File: src/hdl/urt_pkg.sv
// urt_pkg: register map, field layout, reset values and mode encodings
// for the rate and timing register block of a serial transceiver channel.
// assumes a 32-bit avalon-mm register bus with word addressing in bytes.
package urt_pkg;
	// register byte offsets
	localparam logic [5:0] OFS_BAUD = 6'h00;
	localparam logic [5:0] OFS_RTO = 6'h04;
	localparam logic [5:0] OFS_GUARD = 6'h08;
	localparam logic [5:0] OFS_RATIO = 6'h0c;
	localparam logic [5:0] OFS_ERRCNT = 6'h10;
	localparam logic [5:0] OFS_IRF = 6'h14;
	localparam logic [5:0] OFS_MODE = 6'h18;
	localparam logic [5:0] OFS_CMD = 6'h1c;
	localparam logic [5:0] OFS_STAT = 6'h20;
	localparam logic [5:0] OFS_MASK = 6'h24;
	// field positions
	localparam int DIV_LSB = 0;
	localparam int DIV_W = 16;
	localparam int FRAC_LSB = 16;
	localparam int FRAC_W = 3;
	localparam int RATIO_W = 11;
	localparam int TALLY_W = 8;
	localparam int IRF_W = 8;
	localparam int GAP_W = 8;
	localparam int IDLE_W = 16;
	// mode register bits
	localparam int MODE_SYNC = 0;
	localparam int MODE_OVER = 1;
	localparam int MODE_CARD = 2;
	// command register bits
	localparam int CMD_ARM = 0;
	// status and mask bits
	localparam int ST_TIMEOUT = 0;
	localparam int ST_TALLY_OVF = 1;
	localparam int ST_W = 2;
	// reset values
	localparam logic [RATIO_W-1:0] RATIO_RST = 11'h174;
	// oversample factors, expressed as eighth-steps per bit
	localparam logic [7:0] EIGHTHS_X16 = 8'h80;
	localparam logic [7:0] EIGHTHS_X8 = 8'h40;
	localparam logic [7:0] EIGHTHS_X1 = 8'h08;
	// bus answer for unmapped reads
	localparam logic [31:0] UNMAPPED_DATA = 32'h0000_0000;
	// delimiter codes sent ahead of a character
	typedef enum logic [1:0] {
		URT_DELIM_DATA = 2'b01,
		URT_DELIM_CMD = 2'b10
	} urt_delim_t;
	// timeout machine, gray coded
	typedef enum logic [1:0] {
		URT_TO_IDLE = 2'b00,
		URT_TO_RUN = 2'b01,
		URT_TO_DONE = 2'b11
	} urt_to_state_t;
endpackage

File: src/hdl/urt_tick_div.sv
// urt_tick_div: fractional tick divider. emits a one-cycle pulse every
// (divisor + frac/8) * factor/8 input tick periods; factor is in eighths.
// assumes in_tick is a one-cycle strobe on clk.
`timescale 1ns/1ps
`default_nettype none
module urt_tick_div #(
	parameter int DW = 16
) (
	// clock and reset
	input wire logic clk,
	input wire logic reset_n,
	// settings
	input wire logic [DW-1:0] divisor,
	input wire logic [2:0] frac,
	input wire logic [7:0] factor,
	input wire logic in_tick,
	// output strobe
	output logic out_tick
);
	// period in eighths of input ticks = factor*(8*divisor+frac)/8; sized wide to avoid overflow
	logic [DW+12:0] base8;
	logic [DW+12:0] prod;
	logic [DW+12:0] period;
	assign base8 = {10'h0, divisor, 3'h0} + (DW+13)'(frac);
	assign prod = base8 * {(DW+5)'(0), factor};
	assign period = prod >> 3;
	// compare in eighth units: each input tick adds 8 eighths
	logic [DW+15:0] acc8;
	logic [DW+15:0] sum8;
	logic [DW+15:0] per8;
	logic [DW+15:0] rem8;
	logic hit;
	assign sum8 = acc8 + (DW+16)'(8);
	assign per8 = (DW+16)'(period);
	assign rem8 = sum8 - per8;
	assign hit = in_tick && (sum8 >= per8);
	// a leftover equal to or larger than the new period (after a rate change) restarts at zero
	always_ff @(posedge clk) begin
		if (!reset_n || divisor == '0) begin
			acc8 <= '0;
			out_tick <= 1'b0;
		end else begin
			out_tick <= hit;
			if (hit)
				acc8 <= (rem8 >= per8) ? '0 : rem8;
			else if (in_tick)
				acc8 <= sum8;
		end
	end
	chk_zero_silent: assert property (@(posedge clk) disable iff (!reset_n)
		divisor == '0 |=> !out_tick) else $error("tick with zero divisor");
endmodule
`default_nettype wire

File: src/hdl/urt_rate_regs.sv
// urt_rate_regs: baud generation, receive time-out, transmit timeguard,
// smart-card ratio, error tally, infrared filter and delimiter choice.
// Function
// - command flag 1 sends command delimiter, 0 sends data delimiter
// - async non-card baud is clock/16/divisor, or /8/divisor when oversample set
// - sync baud is clock/divisor; divisor zero stops the baud clock
// - fraction step zero disables fraction; 1..7 add step eighths to divisor
// - idle limit zero disables time-out; else delay is limit bit periods
// - gap zero inserts no guard; 1..255 insert gap bit periods
// - card mode baud is external clock divided by rate ratio
// - card mode ratio zero yields no baud clock at all
// - every card transfer error increments the error tally, which holds at 255
// - reading the tally returns the count and clears it
// - filter value sets the infrared receive demodulator filter
// - time-out flag sets after idle delay from arm; stays clear if limit zero
// assumes avalon-mm master, card clock and error strobes synchronous to clk.
`timescale 1ns/1ps
`default_nettype none
module urt_rate_regs
	import urt_pkg::*;
#(
	parameter int GUARD_W = 8
) (
	// clock and reset
	input wire logic clk,
	input wire logic reset_n,
	// avalon-mm slave
	input wire logic [5:0] address,
	input wire logic read,
	input wire logic write,
	input wire logic [31:0] writedata,
	input wire logic [3:0] byteenable,
	output logic [31:0] readdata,
	output logic waitrequest,
	// transceiver side
	input wire logic card_clk_tick,
	input wire logic card_error,
	input wire logic char_load,
	input wire logic char_cmd_flag,
	input wire logic rx_activity,
	input wire logic tx_char_done,
	// generated timing
	output logic baud_tick,
	output logic bit_tick,
	output logic [1:0] delim_code,
	output logic tx_hold,
	output logic [urt_pkg::IRF_W-1:0] ir_filter,
	output logic irq
);
	// configuration registers
	logic [DIV_W-1:0] baud_divisor;
	logic [FRAC_W-1:0] fraction_step;
	logic [IDLE_W-1:0] rx_idle_limit;
	logic [GAP_W-1:0] tx_gap_value;
	logic [RATIO_W-1:0] smartcard_rate_ratio;
	logic [TALLY_W-1:0] error_tally;
	logic [2:0] mode;
	logic [ST_W-1:0] status;
	logic [ST_W-1:0] mask;
	urt_to_state_t to_state;
	logic [IDLE_W-1:0] idle_cnt;
	logic [GAP_W-1:0] gap_cnt;
	logic ack;

	// bus decode; one wait cycle then acknowledge, so reads see settled state
	wire req = read || write;
	wire wr_go = write && ack;
	wire rd_go = read && ack;
	wire w_lo = byteenable[0];
	wire w_b1 = byteenable[1];
	wire w_b2 = byteenable[2];
	wire wr_baud = wr_go && address == OFS_BAUD;
	wire wr_rto = wr_go && address == OFS_RTO;
	wire wr_guard = wr_go && address == OFS_GUARD;
	wire wr_ratio = wr_go && address == OFS_RATIO;
	wire wr_irf = wr_go && address == OFS_IRF && w_lo;
	wire wr_mode = wr_go && address == OFS_MODE && w_lo;
	wire wr_cmd = wr_go && address == OFS_CMD && w_lo;
	wire wr_stat = wr_go && address == OFS_STAT && w_lo;
	wire wr_mask = wr_go && address == OFS_MASK && w_lo;
	wire rd_tally = rd_go && address == OFS_ERRCNT;
	wire card_mode = mode[MODE_CARD];
	wire sync_mode = mode[MODE_SYNC];

	// read mux; reserved and unmapped bits read zero
	logic [31:0] rd_mux;
	always_comb begin
		case (address)
			OFS_BAUD: rd_mux = {13'h0, fraction_step, baud_divisor};
			OFS_RTO: rd_mux = {16'h0, rx_idle_limit};
			OFS_GUARD: rd_mux = {24'h0, tx_gap_value};
			OFS_RATIO: rd_mux = {21'h0, smartcard_rate_ratio};
			OFS_ERRCNT: rd_mux = {24'h0, error_tally};
			OFS_IRF: rd_mux = {24'h0, ir_filter};
			OFS_MODE: rd_mux = {29'h0, mode};
			OFS_STAT: rd_mux = {30'h0, status};
			OFS_MASK: rd_mux = {30'h0, mask};
			default: rd_mux = UNMAPPED_DATA;
		endcase
	end

	// handshake: waitrequest high until the acknowledge cycle
	always_ff @(posedge clk) begin
		if (!reset_n) begin
			ack <= 1'b0;
			readdata <= '0;
		end else begin
			ack <= req && !ack;
			if (req && !ack)
				readdata <= rd_mux;
		end
	end
	assign waitrequest = !ack;

	// configuration write path; 16-bit fields honour byte lanes
	always_ff @(posedge clk) begin
		if (!reset_n) begin
			baud_divisor <= '0;
			fraction_step <= '0;
			rx_idle_limit <= '0;
			tx_gap_value <= '0;
			smartcard_rate_ratio <= RATIO_RST;
			ir_filter <= '0;
			mode <= '0;
			mask <= '0;
		end else begin
			if (wr_baud && w_lo) baud_divisor[7:0] <= writedata[7:0];
			if (wr_baud && w_b1) baud_divisor[15:8] <= writedata[15:8];
			if (wr_baud && w_b2) fraction_step <= writedata[FRAC_LSB+:FRAC_W];
			if (wr_rto && w_lo) rx_idle_limit[7:0] <= writedata[7:0];
			if (wr_rto && w_b1) rx_idle_limit[15:8] <= writedata[15:8];
			if (wr_guard && w_lo) tx_gap_value <= writedata[GAP_W-1:0];
			if (wr_ratio && w_lo) smartcard_rate_ratio[7:0] <= writedata[7:0];
			if (wr_ratio && w_b1) smartcard_rate_ratio[10:8] <= writedata[10:8];
			if (wr_irf) ir_filter <= writedata[IRF_W-1:0];
			if (wr_mode) mode <= writedata[2:0];
			if (wr_mask) mask <= writedata[ST_W-1:0];
		end
	end

	// baud generation; card mode divides the external clock by the ratio
	wire [DIV_W-1:0] gen_div = card_mode ? DIV_W'(smartcard_rate_ratio) : baud_divisor;
	wire [2:0] gen_frac = card_mode ? 3'h0 : fraction_step;
	wire [7:0] gen_factor = (card_mode || sync_mode) ? EIGHTHS_X1 :
		(mode[MODE_OVER] ? EIGHTHS_X8 : EIGHTHS_X16);
	wire gen_in = card_mode ? card_clk_tick : 1'b1;
	logic gen_tick;
	urt_tick_div #(.DW(DIV_W)) u_div (
		.clk(clk),
		.reset_n(reset_n),
		.divisor(gen_div), // zero divisor or ratio stops the generator
		.frac(gen_frac),
		.factor(gen_factor),
		.in_tick(gen_in),
		.out_tick(gen_tick)
	);
	// baud_tick and bit_tick both registered; bit period is one baud tick
	always_ff @(posedge clk) begin
		if (!reset_n) begin
			baud_tick <= 1'b0;
			bit_tick <= 1'b0;
		end else begin
			baud_tick <= gen_tick;
			bit_tick <= gen_tick;
		end
	end

	// delimiter choice latched with each character
	always_ff @(posedge clk) begin
		if (!reset_n)
			delim_code <= URT_DELIM_DATA;
		else if (char_load)
			delim_code <= char_cmd_flag ? URT_DELIM_CMD : URT_DELIM_DATA;
	end

	// receiver time-out: counts bit periods of quiet line after arming
	wire arm = wr_cmd && writedata[CMD_ARM];
	wire to_fire = to_state == URT_TO_RUN && gen_tick && !rx_activity &&
		idle_cnt == rx_idle_limit - 16'h1;
	always_ff @(posedge clk) begin
		if (!reset_n || rx_idle_limit == '0) begin
			to_state <= URT_TO_IDLE;
			idle_cnt <= '0;
		end else begin
			case (to_state)
				URT_TO_IDLE: begin
					idle_cnt <= '0;
					if (arm) to_state <= URT_TO_RUN;
				end
				URT_TO_RUN: begin
					if (arm || rx_activity) idle_cnt <= '0;
					else if (to_fire) to_state <= URT_TO_DONE;
					else if (gen_tick) idle_cnt <= idle_cnt + 16'h1;
				end
				URT_TO_DONE: begin
					idle_cnt <= '0;
					if (arm) to_state <= URT_TO_RUN;
				end
				default: to_state <= URT_TO_IDLE;
			endcase
		end
	end

	// transmit timeguard: hold transmitter for gap bit periods after a char
	always_ff @(posedge clk) begin
		if (!reset_n) begin
			gap_cnt <= '0;
			tx_hold <= 1'b0;
		end else if (tx_char_done && tx_gap_value != '0) begin
			gap_cnt <= tx_gap_value;
			tx_hold <= 1'b1;
		end else if (gen_tick && gap_cnt != '0) begin
			gap_cnt <= gap_cnt - 8'h1;
			tx_hold <= gap_cnt != 8'h1;
		end
	end

	// error tally; an error in the clearing read cycle survives as one count
	always_ff @(posedge clk) begin
		if (!reset_n)
			error_tally <= '0;
		else if (rd_tally)
			error_tally <= {7'h0, card_mode && card_error};
		else if (card_mode && card_error && error_tally != 8'hff)
			error_tally <= error_tally + 8'h1;
	end

	// sticky status; set beats write-one-to-clear
	wire [ST_W-1:0] st_set = {card_mode && card_error && error_tally == 8'hff, to_fire};
	wire [ST_W-1:0] st_clr = wr_stat ? writedata[ST_W-1:0] : '0;
	always_ff @(posedge clk) begin
		if (!reset_n) begin
			status <= '0;
			irq <= 1'b0;
		end else begin
			status <= (status & ~st_clr) | st_set;
			irq <= |(((status & ~st_clr) | st_set) & mask);
		end
	end

	// checks
	chk_zero_limit_quiet: assert property (@(posedge clk) disable iff (!reset_n)
		rx_idle_limit == '0 && !status[ST_TIMEOUT] |=> !status[ST_TIMEOUT])
		else $error("timeout with zero limit");
	chk_tally_clear: assert property (@(posedge clk) disable iff (!reset_n)
		rd_tally && !card_error |=> error_tally == '0) else $error("tally kept");
	chk_tally_count: assert property (@(posedge clk) disable iff (!reset_n)
		card_mode && card_error && !rd_tally && error_tally < 8'hff
		|=> error_tally == $past(error_tally) + 8'h1) else $error("tally miss");
	chk_delim_cmd: assert property (@(posedge clk) disable iff (!reset_n)
		char_load |=> delim_code == ($past(char_cmd_flag) ? URT_DELIM_CMD : URT_DELIM_DATA))
		else $error("wrong delimiter");
	chk_gap_none: assert property (@(posedge clk) disable iff (!reset_n)
		tx_gap_value == '0 && !tx_hold |=> !tx_hold) else $error("guard without gap");
	chk_card_zero: assert property (@(posedge clk) disable iff (!reset_n)
		card_mode && smartcard_rate_ratio == '0 ##1 card_mode && smartcard_rate_ratio == '0
		|=> !baud_tick) else $error("card tick with zero ratio");
	chk_div_zero: assert property (@(posedge clk) disable iff (!reset_n)
		!card_mode && baud_divisor == '0 ##1 !card_mode && baud_divisor == '0
		|=> !baud_tick) else $error("tick with zero divisor");
	chk_filter_write: assert property (@(posedge clk) disable iff (!reset_n)
		wr_irf |=> ir_filter == $past(writedata[IRF_W-1:0])) else $error("filter lost");
	chk_bus_ack: assert property (@(posedge clk) disable iff (!reset_n)
		req && waitrequest |=> !waitrequest) else $error("slow ack");
	cov_timeout: cover property (@(posedge clk) to_fire);
	cov_tally_read: cover property (@(posedge clk) rd_tally && error_tally != '0);
	cov_guard: cover property (@(posedge clk) tx_hold ##1 !tx_hold);
endmodule
`default_nettype wire

File: config.mk
export PLATFORM = sky130hd
export DESIGN_NAME = urt_rate_regs
export DESIGN_NICKNAME = d
export VERILOG_FILES = /design/src/hdl/urt_pkg.sv /design/src/hdl/urt_tick_div.sv /design/src/hdl/urt_rate_regs.sv
export SDC_FILE = /design/constraint.sdc
export NUM_CORES = 1
export LEC_CHECK = 0
export ABC_CLOCK_PERIOD_IN_PS = 10200
export CAP_MARGIN = 20
export CORE_MARGIN = 2
export CORE_UTILIZATION = 40
export CTS_CLUSTER_DIAMETER = 150
export DETAILED_ROUTE_END_ITERATION = 7
export DONT_BUFFER_PORTS = 1
export GPL_ROUTABILITY_DRIVEN = 0
export GPL_TIMING_DRIVEN = 0
export HOLD_SLACK_MARGIN = 0.06
export PLACE_DENSITY = 0.65
export SLEW_MARGIN = 30
export SYNTH_ARGS = -nofsm -noshare
export SYNTH_HDL_FRONTEND = slang
export SYNTH_HIERARCHICAL = 1
export SYNTH_SLANG_ARGS = --single-unit
File: constraint.sdc
create_clock -name clk -period 10.2 [get_ports clk]
set_input_delay 2.04 -clock clk [delete_from_list [all_inputs] [get_ports clk]]
set_output_delay 2.04 -clock clk [all_outputs]
set_load 0.005 [all_outputs]
# Yosys cells after proc, flatten, opt, wreduce, memory -nomap -nowiden
# Index checks and enable logic that the tools add are counted.
[word_totals] wordCells=144 out_inout_bits=47 register_bits=174 inputBits=52
[classes] reduce_logical=59 order_cmp=2 n_mux=25 n_addsub=7 mul=1 n_bitwise=5 eq_ne=20
[ops] op="$pmux W19 S9" n=1
[ops] op="$mux W32" n=3
[ops] op="$ge A32 B26 Y1" n=2
[ops] op="$mux W16" n=4
[ops] op="$logic_and A1 B1 Y1" n=36
[ops] op="$add A32 B4 Y32 const B" n=1
[ops] op="$logic_not A16 Y1" n=2
[ops] op="$mux W8" n=4
[ops] op="$pmux W16 S2" n=1
[ops] op="$sub A32 B26 Y32" n=1
[ops] op="$mul A29 B8 Y29" n=1
[ops] op="$eq A6 B5 Y1 const B" n=4
[ops] op="$add A19 B3 Y20" n=1
[ops] op="$add A16 B1 Y16 const B" n=1
[ops] op="$eq A16 B16 Y1" n=1
[ops] op="$reduce_bool A8 Y1" n=2
[ops] op="$sub A16 B1 Y16 const B" n=1
[ops] op="$eq A6 B4 Y1 const B" n=2
[ops] op="$eq A6 B6 Y1 const B" n=2
[ops] op="$mux W2" n=5
[ops] op="$add A8 B1 Y8 const B" n=1
[ops] op="$eq A8 B8 Y1 const B" n=1
[ops] op="$ne A8 B1 Y1 const B" n=1
[ops] op="$ne A8 B8 Y1 const B" n=1
[ops] op="22 further kinds" n=40

# Depth between registers and ports, before layout
# Gate-level depths: netlist of run 1.
[depth] word_depth=9 mapped_depth=42 mapped_depth_nobuf=39

# Hierarchy
# The synthesis of run 1 kept the hierarchy.
[modules_own_cells] module="urt_tick_div" area_each_um2=9221.3 cells_per_inst=1142 seq_area_each_um2=660.6 n_inst=1
[modules_own_cells] module="urt_rate_regs" area_each_um2=6611.3 cells_per_inst=838 seq_area_each_um2=2562.5 n_inst=1

# Worst setup path after synthesis of run 1
# Ideal clock, no wire load.
[synth_path] kind="reg2reg" from="register mode[2]" to="register u_div.acc8[13]" arrival_ns=9.028 n_path_buf=4 synth_period_minus_slack_ns=9.114 setup_ns=0.087 stages_incl_launch_ff=39 slack_ns=1.086 required_ns=10.113 cell_sequence="dfxtp_1 > clkbuf_1 > or2_2 > nor2_1 > clkbuf_1 > and2_1 > fa_1 > fa_1 > fa_1 > inv_1 > fa_1 > inv_1 > ha_1 > buf_2 > a211oi_1 > o21ai_0 > o2111a_1 > nor2_1 > [3 not listed] > maj3_1 > maj3_2 > maj3_2 > or2_1 > a211o_1 > a31oi_1 > xnor2_1 > ha_1 > and3_1 > a221o_1 > a21oi_1 > nand2_1 > nor2_1 > o31ai_1 > a2111oi_4 > buf_4 > nand3_1 > a221oi_2"
[synth_via] elab_chain_len=7 elab_cells_between_ends=16 classes_between="add/sub (2); mul (1); order compare (2); mux (6); reduce/logical (5)"
[synth_lines] item="start, declared" line="urt_rate_regs.sv:57" rtl="logic [2:0] mode;"
[synth_lines] item="start signal, assigned" line="urt_rate_regs.sv:136" rtl="if (wr_mode) mode <= writedata[2:0];"
[synth_lines] item="$logic_or A1 B1 Y1 (*)" line="urt_rate_regs.sv:144" rtl="wire [7:0] gen_factor = (card_mode || sync_mode) ? EIGHTHS_X1 :"
[synth_lines] item="$mux W8 (*)" line="urt_rate_regs.sv:144"
[synth_lines] item="via gen_factor[3]" line="urt_rate_regs.sv:144"
[synth_lines] item="$mul A29 B8 Y29 (*)" line="urt_tick_div.sv:25" rtl="assign prod = base8 * {(DW+5)'(0), factor};"
[synth_lines] item="$sub A32 B26 Y32" line="urt_tick_div.sv:35" rtl="assign rem8 = sum8 - per8;"
[synth_lines] item="$ge A32 B26 Y1" line="urt_tick_div.sv:45" rtl="acc8 <= (rem8 >= per8) ? '0 : rem8;"
[synth_lines] item="$mux W32" line="urt_tick_div.sv:45"
[synth_lines] item="$mux W32" line="urt_tick_div.sv:44" rtl="if (hit)"
[synth_lines] item="end signal, assigned" line="urt_tick_div.sv:45"
[synth_lines] item="end signal, assigned" line="urt_tick_div.sv:47" rtl="acc8 <= sum8;"
[synth_lines] item="end, declared" line="urt_tick_div.sv:28" rtl="logic [DW+15:0] acc8;"
# The timed path passes the listed nets; every way through them passes the cells marked *.
# A chain may end at the register's enable or synchronous reset.

# Final worst setup path of run 1
[layout_path] from="register mode[2]" to="register u_div.acc8[19]"
[layout_via] elab_chain_len=7 elab_cells_between_ends=16 classes_between="add/sub (2); mul (1); order compare (2); mux (6); reduce/logical (5)"
[layout_lines] item="$mux W16 (*)" line="urt_rate_regs.sv:142" rtl="wire [DIV_W-1:0] gen_div = card_mode ? DIV_W'(smartcard_rate_ratio) : baud_divisor;"
[layout_lines] item="via gen_div[4]" line="urt_rate_regs.sv:142"
[layout_lines] item="$add A19 B3 Y20" line="urt_tick_div.sv:24" rtl="assign base8 = {10'h0, divisor, 3'h0} + (DW+13)'(frac);"
[layout_lines] item="$mul A29 B8 Y29" line="urt_tick_div.sv:25"
[layout_lines] item="$sub A32 B26 Y32" line="urt_tick_div.sv:35"
[layout_lines] item="$ge A32 B26 Y1" line="urt_tick_div.sv:45"
[layout_lines] item="$mux W32" line="urt_tick_div.sv:45"
[layout_lines] item="$mux W32" line="urt_tick_div.sv:44"
# Marked as above.

==> summary.txt, run 1 <==
Synthesis
  • Multiplexer share of the synthesized area: 0.0217
  • Synth area leader: dfxtp_1
  • Leading post-synthesis cells by cell area: dfxtp_1 20%, fa_1 13%, ha_1 7.7%
  • Post-synthesis simple-gate area fraction: 0.251
  • Number of synthesized flops with an enable pin: 0
  • Synthesized flop and latch total: around 160
  • Yosys warns: 6
  • Main combinational cell family by area after synthesis: simple AND/OR/NAND/NOR gates
  • Adder-cell area share of the yosys netlist: 0.212
  • Synth Instances: around 2000
  • Fraction of registers with async set/reset: 0
  • Mapped cell area: 15800 µm²
  • Synth top area share: 0.204
  • Syn Area/Cell: around 8.0 µm²
  • Compound-gate portion of the synthesized area: 0.174
  • Post-synthesis sequential area ratio: 0.204
  • Yosys cell types: 96
  • Synth Area in XOR/XNOR: 0.0694
  • Top_reg_cell synth: dfxtp_1

Global route
  • Largest net degree at the start of global routing: 17
  • Initial antenna violation count: 0
  • First-pass GRT wire length: roughly 73000 µm
  • GRT overflow: 0
  • Total track usage: 0.222
  • Vias in the first global route: approximately 14000

Layout
  • Finished layout cell area: 17400 µm²
  • Utilization after layout: 0.448
  • Ant diodes: 0
  • Final instance count without filler cells: ~2600
  • Nets: 2316
  • Synth-to-Final Area Change: 9.98%
  • Share of layout cells above drive strength 1: 0.0675
  • Fill count: between 3000 and 4000

Critical path
  • Critical Path Slowest Stage Cell: fa_1
  • Worst-path fanout max: 10
  • Worst EP arrival: between 10 and 15 ns
  • WP data required: 10.55 ns
  • Setup CP Type: reg2reg
  • Critical path's largest stage delay: ~0.56 ns
  • Cell with the most instances on the worst path: fa_1
  • CP endpoint kind: flop
  • Crit path launch type: flop

Clock tree
  • Clock Pin Slew Worst Setup and Hold Paths: about 0.07 ns
  • Num CTS Buffers: 17
  • CTS tree: yes
  • Root Buffer: clkbuf_16
  • Clk Latency, worst-skew pair: roughly 0.46 ns
  • CTS Sinks: ~160
  • H-tree Lvls: 4
  • Clock Path Buffers: 2
  • Hold-fix buffers at CTS: 0

Floorplanning
  • DIE WIDTH: approximately 200 µm
  • Top Ports: between 90 and 100
  • Die Y: between 200 and 250 µm
  • # rows: 72
  • CORE AREA: slightly below 40000 µm²
  • Initial core utilization: 0.408
  • Die ar.: 41200 µm²

Pwr
  • Pwr Density: approximately 83 nW/µm²
  • Comb pwr share: 0.102
  • Internal power: between 1 and 1.5 mW
  • Switching Fraction: 0.277
  • Total chip power: 1.45 mW
  • Sequential Power Share: 0.435
  • Clock power frac: 0.463
  • Switching power: 402 µW
  • Leakage: 7.41 nW
  • Max VDD drop: between 0.1 and 0.15 mV

Timing
  • Worst Skew: between 0.015 and 0.02 ns
  • Slew HR: 0.382
  • Final period util: 0.957
  • Slew @ Worst Pin: about 0.92 ns
  • Fin crit period: 9.76 ns
  • Unrepaired setup endpoints after global routing: no
  • Worst Setup Slack, final: roughly 0.44 ns
  • Final hold violations: 0
  • WHS: approximately 0.48 ns
  • Peak Freq: between 100 and 150 MHz
  • Max-slew violations: 0
  • Final setup vio count: 0
  • Setup TNS: 0 ns

Place
  • Post-DP Area: about 17000 µm²
  • DP HPWL: 35900 µm
  • IO buf count: 0
  • Placed Instances: about 2600
  • Pre-CTS setup slack: -0.880 ns

Detailed routing
  • DRC errors left: 0
  • Routed Antenna Nets: 0
  • Vias/cell: between 5 and 6
  • Drt first-iter violations: roughly 1100
  • Post-DR wirelength/cell: approximately 17 µm
  • Via Count: 14500
  • Total Wirelength: approximately 45000 µm
  • First-pass DRT Iterations: 7

Min path
  • Hold Path Class: reg2reg

Outcome
  • Outcome: finished clean

Flow run
  • MaxCap Viol Count: 0
## timing repair
action / CTS / global route
gates resized for setup: 9 / 12
pin swaps: 2 / 1
buffers inserted: 2 / 3
setup endpoints to repair: 25 / 25
## path summary, 6_finish.rpt
path / start / cells after the start / endpoint / slack, ns
setup / recovery: mode[2] / 38 / u_div/acc8[19] / 0.44
hold / removal: readdata[16] / 2 / readdata[16] / 0.48
setup reg to reg: mode[2] / 38 / u_div/acc8[19] / 0.44
hold reg to reg: readdata[16] / 2 / readdata[16] / 0.48
## flip-flops by register name, summed over array words and instances (netlist names), 3 cells and up
signal,count
gap_cnt,8
readdata,19
mode,3
tx_gap_value,8
baud_divisor,16
rx_idle_limit,16
ir_filter,8
error_tally,8
fraction_step,3
smartcard_rate_ratio,11
u_div/acc8,32
idle_cnt,16
## synthesized netlist by cell type, drive strengths merged, types with 8 or more instances
| master | instances |
|---|---|
| nor3 | 43 |
| ha | 98 |
| nor2b | 17 |
| and4 | 8 |
| nand2b | 20 |
| nand2 | 209 |
| or3 | 9 |
| a21o | 22 |
| a211o | 8 |
| and3 | 36 |
| nor2 | 134 |
| xnor2 | 73 |
| xor2 | 43 |
| and2 | 124 |
| a21oi | 153 |
| nand3 | 97 |
| a221o | 13 |
| mux2 | 15 |
| o211ai | 16 |
| a211oi | 14 |
| o21a | 12 |
| nor4 | 17 |
| dfxtp | 161 |
| o21ai | 52 |
| a22oi | 25 |
| fa | 103 |
| nand4 | 27 |
| or2 | 11 |
| a31oi | 35 |
| buf | 34 |
| clkbuf | 71 |
| mux2i | 17 |
| inv | 160 |
## kinds of logic (layout without fill, tap and decap cells)
logic type | Yosys count | after routing
muxes | 32 | 32
xor gates and xnor gates | 119 | 119
other | 1 | 61
adders and majority gates | 207 | 207
AOI/OAI and AO/OA | 417 | 417
buffers and inverters | 266 | 301
and+or+nand+nor | 777 | 777
DFF | 161 | 161
## power by group through the flow
stage	clock (mW)	combinational [mW]	sequential (mW)
finish	0.672	0.148	0.631
global route	0.714	0.160	0.631
CTS	0.686	0.141	0.631
detailed placement	0	0.138	0.645
global placement	0	0.135	0.645
floorplan	0	0.0992	0.645
## critical path, delay by kind of cell, from the launching register on
kind,cells,cell delay (ns)
buffers and inverters,6,0.93
adder cells (fa/ha/maj),7,2.96
XOR/XNOR,2,0.49
AO/OA/AOI/OAI,14,2.96
multiplexers,1,0.46
flip-flops,1,0.42
AND/OR/NAND/NOR,8,1.42
## layout by cell type (no fill, tap or decap), drive strengths merged, types with 14 or more instances in the layout
master and instances:
nor2 134, fa 103, xnor2 73, mux2i 17, dfxtp 161, a211oi 14, mux2 15, and3 36
nand4 27, and2 124, a31oi 35, o211ai 16, o21ai 52, conb 61, clkbuf 88, nand2b 20
ha 98, a22oi 25, nand2 209, a21oi 153, nor4 17, nor2b 17, inv 166, nor3 43
xor2 43, nand3 97, buf 38, a21o 22
## routing by layer
| metal | wire length (µm) | track usage |
|---|---|---|
| met3 | 3560 | 0.0515 |
| met2 | 20600 | 0.356 |
| met1 | 19800 | 0.292 |
| met5 | 0 | 0 |
| met4 | 1290 | 0.0774 |
## final cells by class
cell class | count | area (µm²) | area share
Sequential cell | 161 | 3220 | 0.185
Buffer | 104 | 493 | 0.0283
Clock inverter | 14 | 175 | 0.0101
Clock buffer | 17 | 425 | 0.0244
Inverter | 161 | 604 | 0.0347
Multi-Input combinational cell | 1613 | 11800 | 0.678
Tap cell | 518 | 648 | 0.0372
Timing Repair Buffer | 5 | 37.5 | 0.00216
Note: power is estimated with default switching activity, not from simulation.
==> run 2: changes to the inputs <==
--- a/config.mk
+++ b/config.mk
@@ -5,7 +5,7 @@
 export SDC_FILE = /design/constraint.sdc
 export NUM_CORES = 1
 export LEC_CHECK = 0
-export ABC_CLOCK_PERIOD_IN_PS = 10200
+export ABC_CLOCK_PERIOD_IN_PS = 11700
 export CAP_MARGIN = 20
 export CORE_MARGIN = 2
 export CORE_UTILIZATION = 40
==> constraint.sdc (replaced) <==
create_clock -name clk -period 11.7 [get_ports clk]
set_input_delay 2.34 -clock clk [delete_from_list [all_inputs] [get_ports clk]]
set_output_delay 2.34 -clock clk [all_outputs]
set_load 0.005 [all_outputs]
==> summary.txt, run 2 (synthesis results as in run 1) <==
Outcome
  • Outcome: finished clean

Critical path
  • Worst-path fanout max: 10 (unchanged)
  • Critical Path Slowest Stage Cell: clkbuf_1
  • Worst EP arrival: 11.45 ns (+1.34 ns)
  • WP data required: 12.08 ns (+1.53 ns)
  • Setup CP Type: reg2reg
  • CP bufs+invs: 6 (unchanged)
  • Critical path's largest stage delay: 0.75 ns (+0.19 ns)
  • Reg2reg end: u_div/acc8[14]
  • Worst Setup SP: mode[2]
  • R2R Path Start: mode[2]
  • Reg2reg path depth: 39 (+2.6%)
  • Crit path launch type: flop
  • CP endpoint kind: flop
  • Internal reg-to-reg setup slack: 0.63 ns (+0.19 ns)
  • Family with the most delay on the worst path: compound AO/OA/AOI/OAI gates

Min path
  • Hold Path Class: reg2reg
  • Hold Path End: readdata[16]
  • HP Start: readdata[16]
  • Hold Path Cell Cnt: 2 (unchanged)

Global route
  • GRT overflow: 0 (unchanged)
  • First-pass GRT wire length: 73100 µm (-0.10%)
  • Met2 Use GR: 0.355 (-0.000978)
  • Largest net degree at the start of global routing: 17 (unchanged)
  • Total track usage: 0.222 (about the same)
  • Most used routing layer: met2
  • GR Util met1: 0.293 (+0.00110)
  • Initial antenna violation count: 0 (unchanged)
  • Vias in the first global route: 13900 (-0.15%)
  • Met3 usage: 0.0494 (-0.00209)

Clock tree
  • Clock Path Buffers: 2 (unchanged)
  • H-tree Lvls: 4 (unchanged)
  • Clk Latency, worst-skew pair: 0.46 ns (about the same)
  • Post-CTS Setup Bufs: 0 (-2)
  • CTS Sinks: 161 (unchanged)
  • Clock Pin Slew Worst Setup and Hold Paths: 0.07 ns (about the same)
  • Root Buffer: clkbuf_16
  • Num CTS Buffers: 17 (unchanged)
  • CTS tree: yes

Timing
  • Max-slew violations: 0 (unchanged)
  • Unrepaired setup endpoints after global routing: no
  • Slew HR: 0.376 (-0.00654)
  • Setup TNS: 0 ns (unchanged)
  • Fin crit period: 11.07 ns (+1.31 ns)
  • Final hold violations: 0 (unchanged)
  • WHS: 0.476 ns (-0.000203 ns)
  • Slew @ Worst Pin: 0.936 ns (+0.0169 ns)
  • Final setup vio count: 0 (unchanged)
  • Worst Skew: 0.0152 ns (-0.000153 ns)
  • Worst Setup Slack, final: 0.630 ns (+0.193 ns)
  • Peak Freq: 90.3 MHz (-12%)
  • Final period util: 0.946 (-0.0110)

Layout
  • Most frequent cells in the layout: 208 x nand2_1, 161 x dfxtp_1, 158 x inv_1, 150 x a21oi_1, 132 x nor2_1
  • Top reg by flops: u_div/acc8
  • Max reg flops: 32 (unchanged)
  • Synth-to-Final Area Change: 9.39%
  • Ant diodes: 0 (unchanged)
  • Top flop regs: u_div/acc8: 32 flops, readdata: 19 flops
  • Commonest non-fill, non-tap cell in the layout: nand2_1
  • Nets: 2312 (-0.17%)
  • Share of layout cells above drive strength 1: 0.0594 (-0.00808)

Pwr
  • Pwr Density: 72.7 nW/µm² (-13%)
  • Max VDD drop: 0.111 mV (-13%)
  • Leakage: 7.37 nW (-0.53%)

Detailed routing
  • First-pass DRT Iterations: 5 (-2)
  • Vias/cell: 5.57 (-0.14%)
  • Via Count: 14400 (-0.29%)
  • Total Wirelength: 45200 µm (about the same)
  • Routed Antenna Nets: 0 (unchanged)
  • Post-DR wirelength/cell: 17.4 µm (about the same)
  • Drt first-iter violations: 1075 (-0.28%)
  • DRC errors left: 0 (unchanged)

Flow run
  • MaxCap Viol Count: 0 (unchanged)

Floorplanning
  • Die Y: 203 µm (unchanged)
  • DIE WIDTH: 203 µm (unchanged)
  • CORE AREA: 38800 µm² (unchanged)
  • Top Ports: 99 (unchanged)
  • Die ar.: 41200 µm² (unchanged)
  • # rows: 72 (unchanged)
  • Initial core utilization: 0.408 (unchanged)

Place
  • IO buf count: 0 (unchanged)
  • DP HPWL: 35900 µm (unchanged)
  • Pre-CTS setup slack: 0.620 ns (+1.50 ns)
[run 2: worst reg2reg max path: cells and delay by family, from the launching register on]
kind	cells	cell delay, ns
mux	1	0.54
compound gates	14	3.59
fa+ha+maj	7	2.87
xor+xnor	2	0.59
simple gates	9	1.42
flops	1	0.31
buf+inv	6	1.66
[run 2: report_power, final]
group	total, mW	internal (mW)	switching (mW)
sequential	0.550	0.549	0.00114
clock	0.584	0.322	0.263
combinational	0.125	0.0408	0.0844
total	1.26	0.911	0.348
[run 2: worst max-delay path by stage]
stage / to / cells past startpoint / slack (ns)
after global routing: u_div/acc8[9] / 40 / 0.02
final: u_div/acc8[14] / 39 / 0.63
after global placement: u_div/acc8[8] / 40 / 0.70
after detailed placement: u_div/acc8[9] / 40 / 0.62
after CTS: u_div/acc8[9] / 40 / 0.54
after floorplan: u_div/acc8[13] / 38 / 2.59
[run 2: layer usage]
metal  up-vias  wire, µm
met5         -         0
met4         0      1340
met3        87      3130
met2       470     20500
met1      6885     20200
li1       6980         -
[run 2: cell type report]
cell class,instances,area [µm²]
Buffer,105,480
Clock buffer,17,425
Clock inverter,14,175
Fill cell,3823,21500
Inverter,161,604
Multi-Input combinational cell,1613,11800
Sequential cell,161,3220
Tap cell,518,648
[run 2: per-stage QoR]
| stage | cells | total power [mW] | util | instance area (µm²) |
|---|---|---|---|---|
| detailed placement | 2558 | 0.683 | 0.431 | 16700 |
| finish | 2589 | 1.26 | 0.446 | 17300 |
| global route | 2589 | 1.31 | 0.446 | 17300 |
| global placement | 2558 | 0.680 | 0.430 | 16700 |
| floorplan | 2040 | 0.649 | - | 16100 |
| CTS | 2589 | 1.27 | 0.446 | 17300 |
[run 2: timing repair]
item,4_1_cts,5_1_grt
endpoints found under the setup margin,0,22
hold buffers,0,0
hold endpoints to repair,0,0
gates resized for setup,0,1
==> run 3: changes to the inputs <==
==> constraint.sdc (replaced) <==
create_clock -name clk -period 11.7 [get_ports clk]
set_input_delay 2.34 -clock clk [delete_from_list [all_inputs] [get_ports clk]]
set_output_delay 2.34 -clock clk [all_outputs]
set_load 0.1 [all_outputs]
==> summary.txt, run 3 (synthesis results as in run 1) <==
Outcome
  • Outcome: finished clean

Floorplanning
  • CORE AREA: 38800 µm² (unchanged)
  • Top Ports: 99 (unchanged)
  • Initial core utilization: 0.408 (unchanged)
  • DIE WIDTH: 203 µm (unchanged)
  • # rows: 72 (unchanged)
  • Die Y: 203 µm (unchanged)
  • Die ar.: 41200 µm² (unchanged)

Timing
  • Slew @ Worst Pin: 1.03 ns (+0.0964 ns)
  • Final hold violations: 0 (unchanged)
  • Final setup vio count: 0 (unchanged)
  • Worst Skew: 0.0126 ns (-0.00257 ns)
  • Final period util: 0.934 (-0.0124)
  • Peak Freq: 91.5 MHz (+1.3%)
  • Slew HR: 0.311 (-0.0652)
  • Setup TNS: 0 ns (unchanged)
  • WHS: 0.479 ns (+0.00276 ns)
  • Fin crit period: 10.93 ns (-0.145 ns)
  • Unrepaired setup endpoints after global routing: no
  • Max-slew violations: 0 (unchanged)
  • Worst Setup Slack, final: 0.775 ns (+0.145 ns)

Detailed routing
  • Via Count: 14400 (-0.0069%)
  • DRC errors left: 0 (unchanged)
  • Drt first-iter violations: 1051 (-2.2%)
  • Vias/cell: 5.57 (about the same)
  • First-pass DRT Iterations: 5 (unchanged)
  • Routed Antenna Nets: 0 (unchanged)
  • Total Wirelength: 45000 µm (-0.36%)
  • Post-DR wirelength/cell: 17.4 µm (-0.39%)

Min path
  • Hold Path Class: reg2reg

Global route
  • Total track usage: 0.221 (-0.000550)
  • Initial antenna violation count: 0 (unchanged)
  • GRT overflow: 0 (unchanged)
  • First-pass GRT wire length: 73300 µm (+0.31%)
  • Largest net degree at the start of global routing: 18 (+1)
  • Vias in the first global route: 14000 (+0.65%)

Place
  • IO buf count: 0 (unchanged)
  • Post-DP Area: 16700 µm² (about the same)
  • DP HPWL: 35800 µm (-0.32%)
  • Pre-CTS setup slack: 0.581 ns (-0.0388 ns)

Pwr
  • Pwr Density: 72.5 nW/µm² (-0.27%)
  • Switching power: 378 µW (+8.7%)
  • Switching Fraction: 0.302 (+0.0251)
  • Sequential Power Share: 0.441 (+0.004)
  • Internal power: 876 µW (-3.8%)
  • Max VDD drop: 0.0941 mV (-15%)
  • Clock power frac: 0.445 (-0.019)
  • Comb pwr share: 0.114 (+0.015)
  • Leakage: 7.36 nW (-0.14%)

Clock tree
  • CTS Sinks: 161 (unchanged)
  • Clk Latency, worst-skew pair: 0.47 ns (about the same)
  • Clock Pin Slew Worst Setup and Hold Paths: 0.07 ns (about the same)
  • Root Buffer: clkbuf_16
  • Num CTS Buffers: 17 (unchanged)
  • CTS tree: yes
  • H-tree Lvls: 4 (unchanged)
  • Clock Path Buffers: 2 (unchanged)

Layout
  • Top reg by flops: u_div/acc8
  • Ant diodes: 0 (unchanged)
  • Fill count: 3783 (-1.0%)
  • Share of layout cells above drive strength 1: 0.0627 (+0.00335)
  • Synth-to-Final Area Change: 9.29% (about the same)
  • Top flop regs: u_div/acc8: 32 flops, readdata: 19 flops
  • Most frequent cells in the layout: 208 x nand2_1, 158 x inv_1, 155 x dfxtp_1, 150 x a21oi_1, 132 x nor2_1
  • Commonest non-fill, non-tap cell in the layout: nand2_1
  • FF/Latch Area: 3230 µm² (+0.23%)
  • Nets: 2312 (unchanged)
  • Finished layout cell area: 17300 µm² (about the same)
  • Multi-input gate area: 11800 µm² (unchanged)
  • Max reg flops: 32 (unchanged)

Critical path
  • Critical path's largest stage delay: 0.74 ns (about the same)
  • Critical Path Slowest Stage Cell: clkbuf_1
  • CP endpoint kind: flop
  • WP data required: 12.09 ns (about the same)
  • Setup CP Type: reg2reg
  • Worst EP arrival: 11.31 ns (-0.14 ns)
  • Crit path launch type: flop
  • Worst-path fanout max: 10 (unchanged)

Flow run
  • MaxCap Viol Count: 0 (unchanged)
run 3: cell types whose count changed in the layout (fill, tap and decap cells not counted), sizes merged:
cell      delta
clkinv       -1
inv          +2
clkbuf       +1
bufinv       -2
clkinvlp     +1
run 3: through the flow:
| step | power, mW | cells | util |
|---|---|---|---|
| after CTS | 1.26 | 2590 | 0.446 |
| after global routing | 1.30 | 2590 | 0.446 |
| after global placement | 0.703 | 2558 | 0.430 |
| final | 1.25 | 2590 | 0.446 |
| after floorplan | 0.671 | 2040 | - |
| after detailed placement | 0.706 | 2558 | 0.431 |
run 3: power groups by stage:
stage,combinational (mW),sequential (mW),clock (mW)
final,0.143,0.553,0.559
after global routing,0.153,0.553,0.590
after CTS,0.140,0.553,0.570
after detailed placement,0.140,0.566,0
after global placement,0.137,0.566,0
after floorplan,0.106,0.565,0
run 3: area by class of cell:
class | count | share of cell area
Buffer | 105 | 0.0278
Multi-Input combinational cell | 1613 | 0.680
Clock buffer | 18 | 0.0254
Tap cell | 518 | 0.0375
Clock inverter | 14 | 0.00795
Sequential cell | 161 | 0.187
Inverter | 161 | 0.0349
run 3: routing by layer:
metal,wire (µm),GRT usage,vias up
li1,-,-,6961
met1,20100,0.295,6860
met2,20300,0.357,507
met3,3250,0.0425,93
met4,1360,0.0777,0
met5,0,0,-
run 3: final timing paths:
check | startpoint | end | slack (ns) | cells past startpoint
setup / recovery | mode[2] | u_div/acc8[24] | 0.77 | 39
hold / removal | u_div/acc8[1] | u_div/acc8[1] | 0.48 | 2
hold reg to reg | u_div/acc8[1] | u_div/acc8[1] | 0.48 | 2
setup reg to reg | mode[2] | u_div/acc8[24] | 0.77 | 39
run 3: timing repair:
item / 4_1_cts / 5_1_grt
setup endpoints to repair: 0 / 24
hold buffers: 0 / 0
setup buffers: 0 / 0
gates resized for setup: 0 / 1
hold endpoints to repair: 0 / 0
run 3: worst max-delay path, delay by kind of cell, from the launching register on:
family	cells	cell delay (ns)
multiplexers	1	0.53
AND/OR/NAND/NOR	9	1.46
adder cells (fa/ha/maj)	7	2.99
buffers and inverters	6	1.66
flip-flops	1	0.31
XOR/XNOR	2	0.44
AO/OA/AOI/OAI	14	3.43
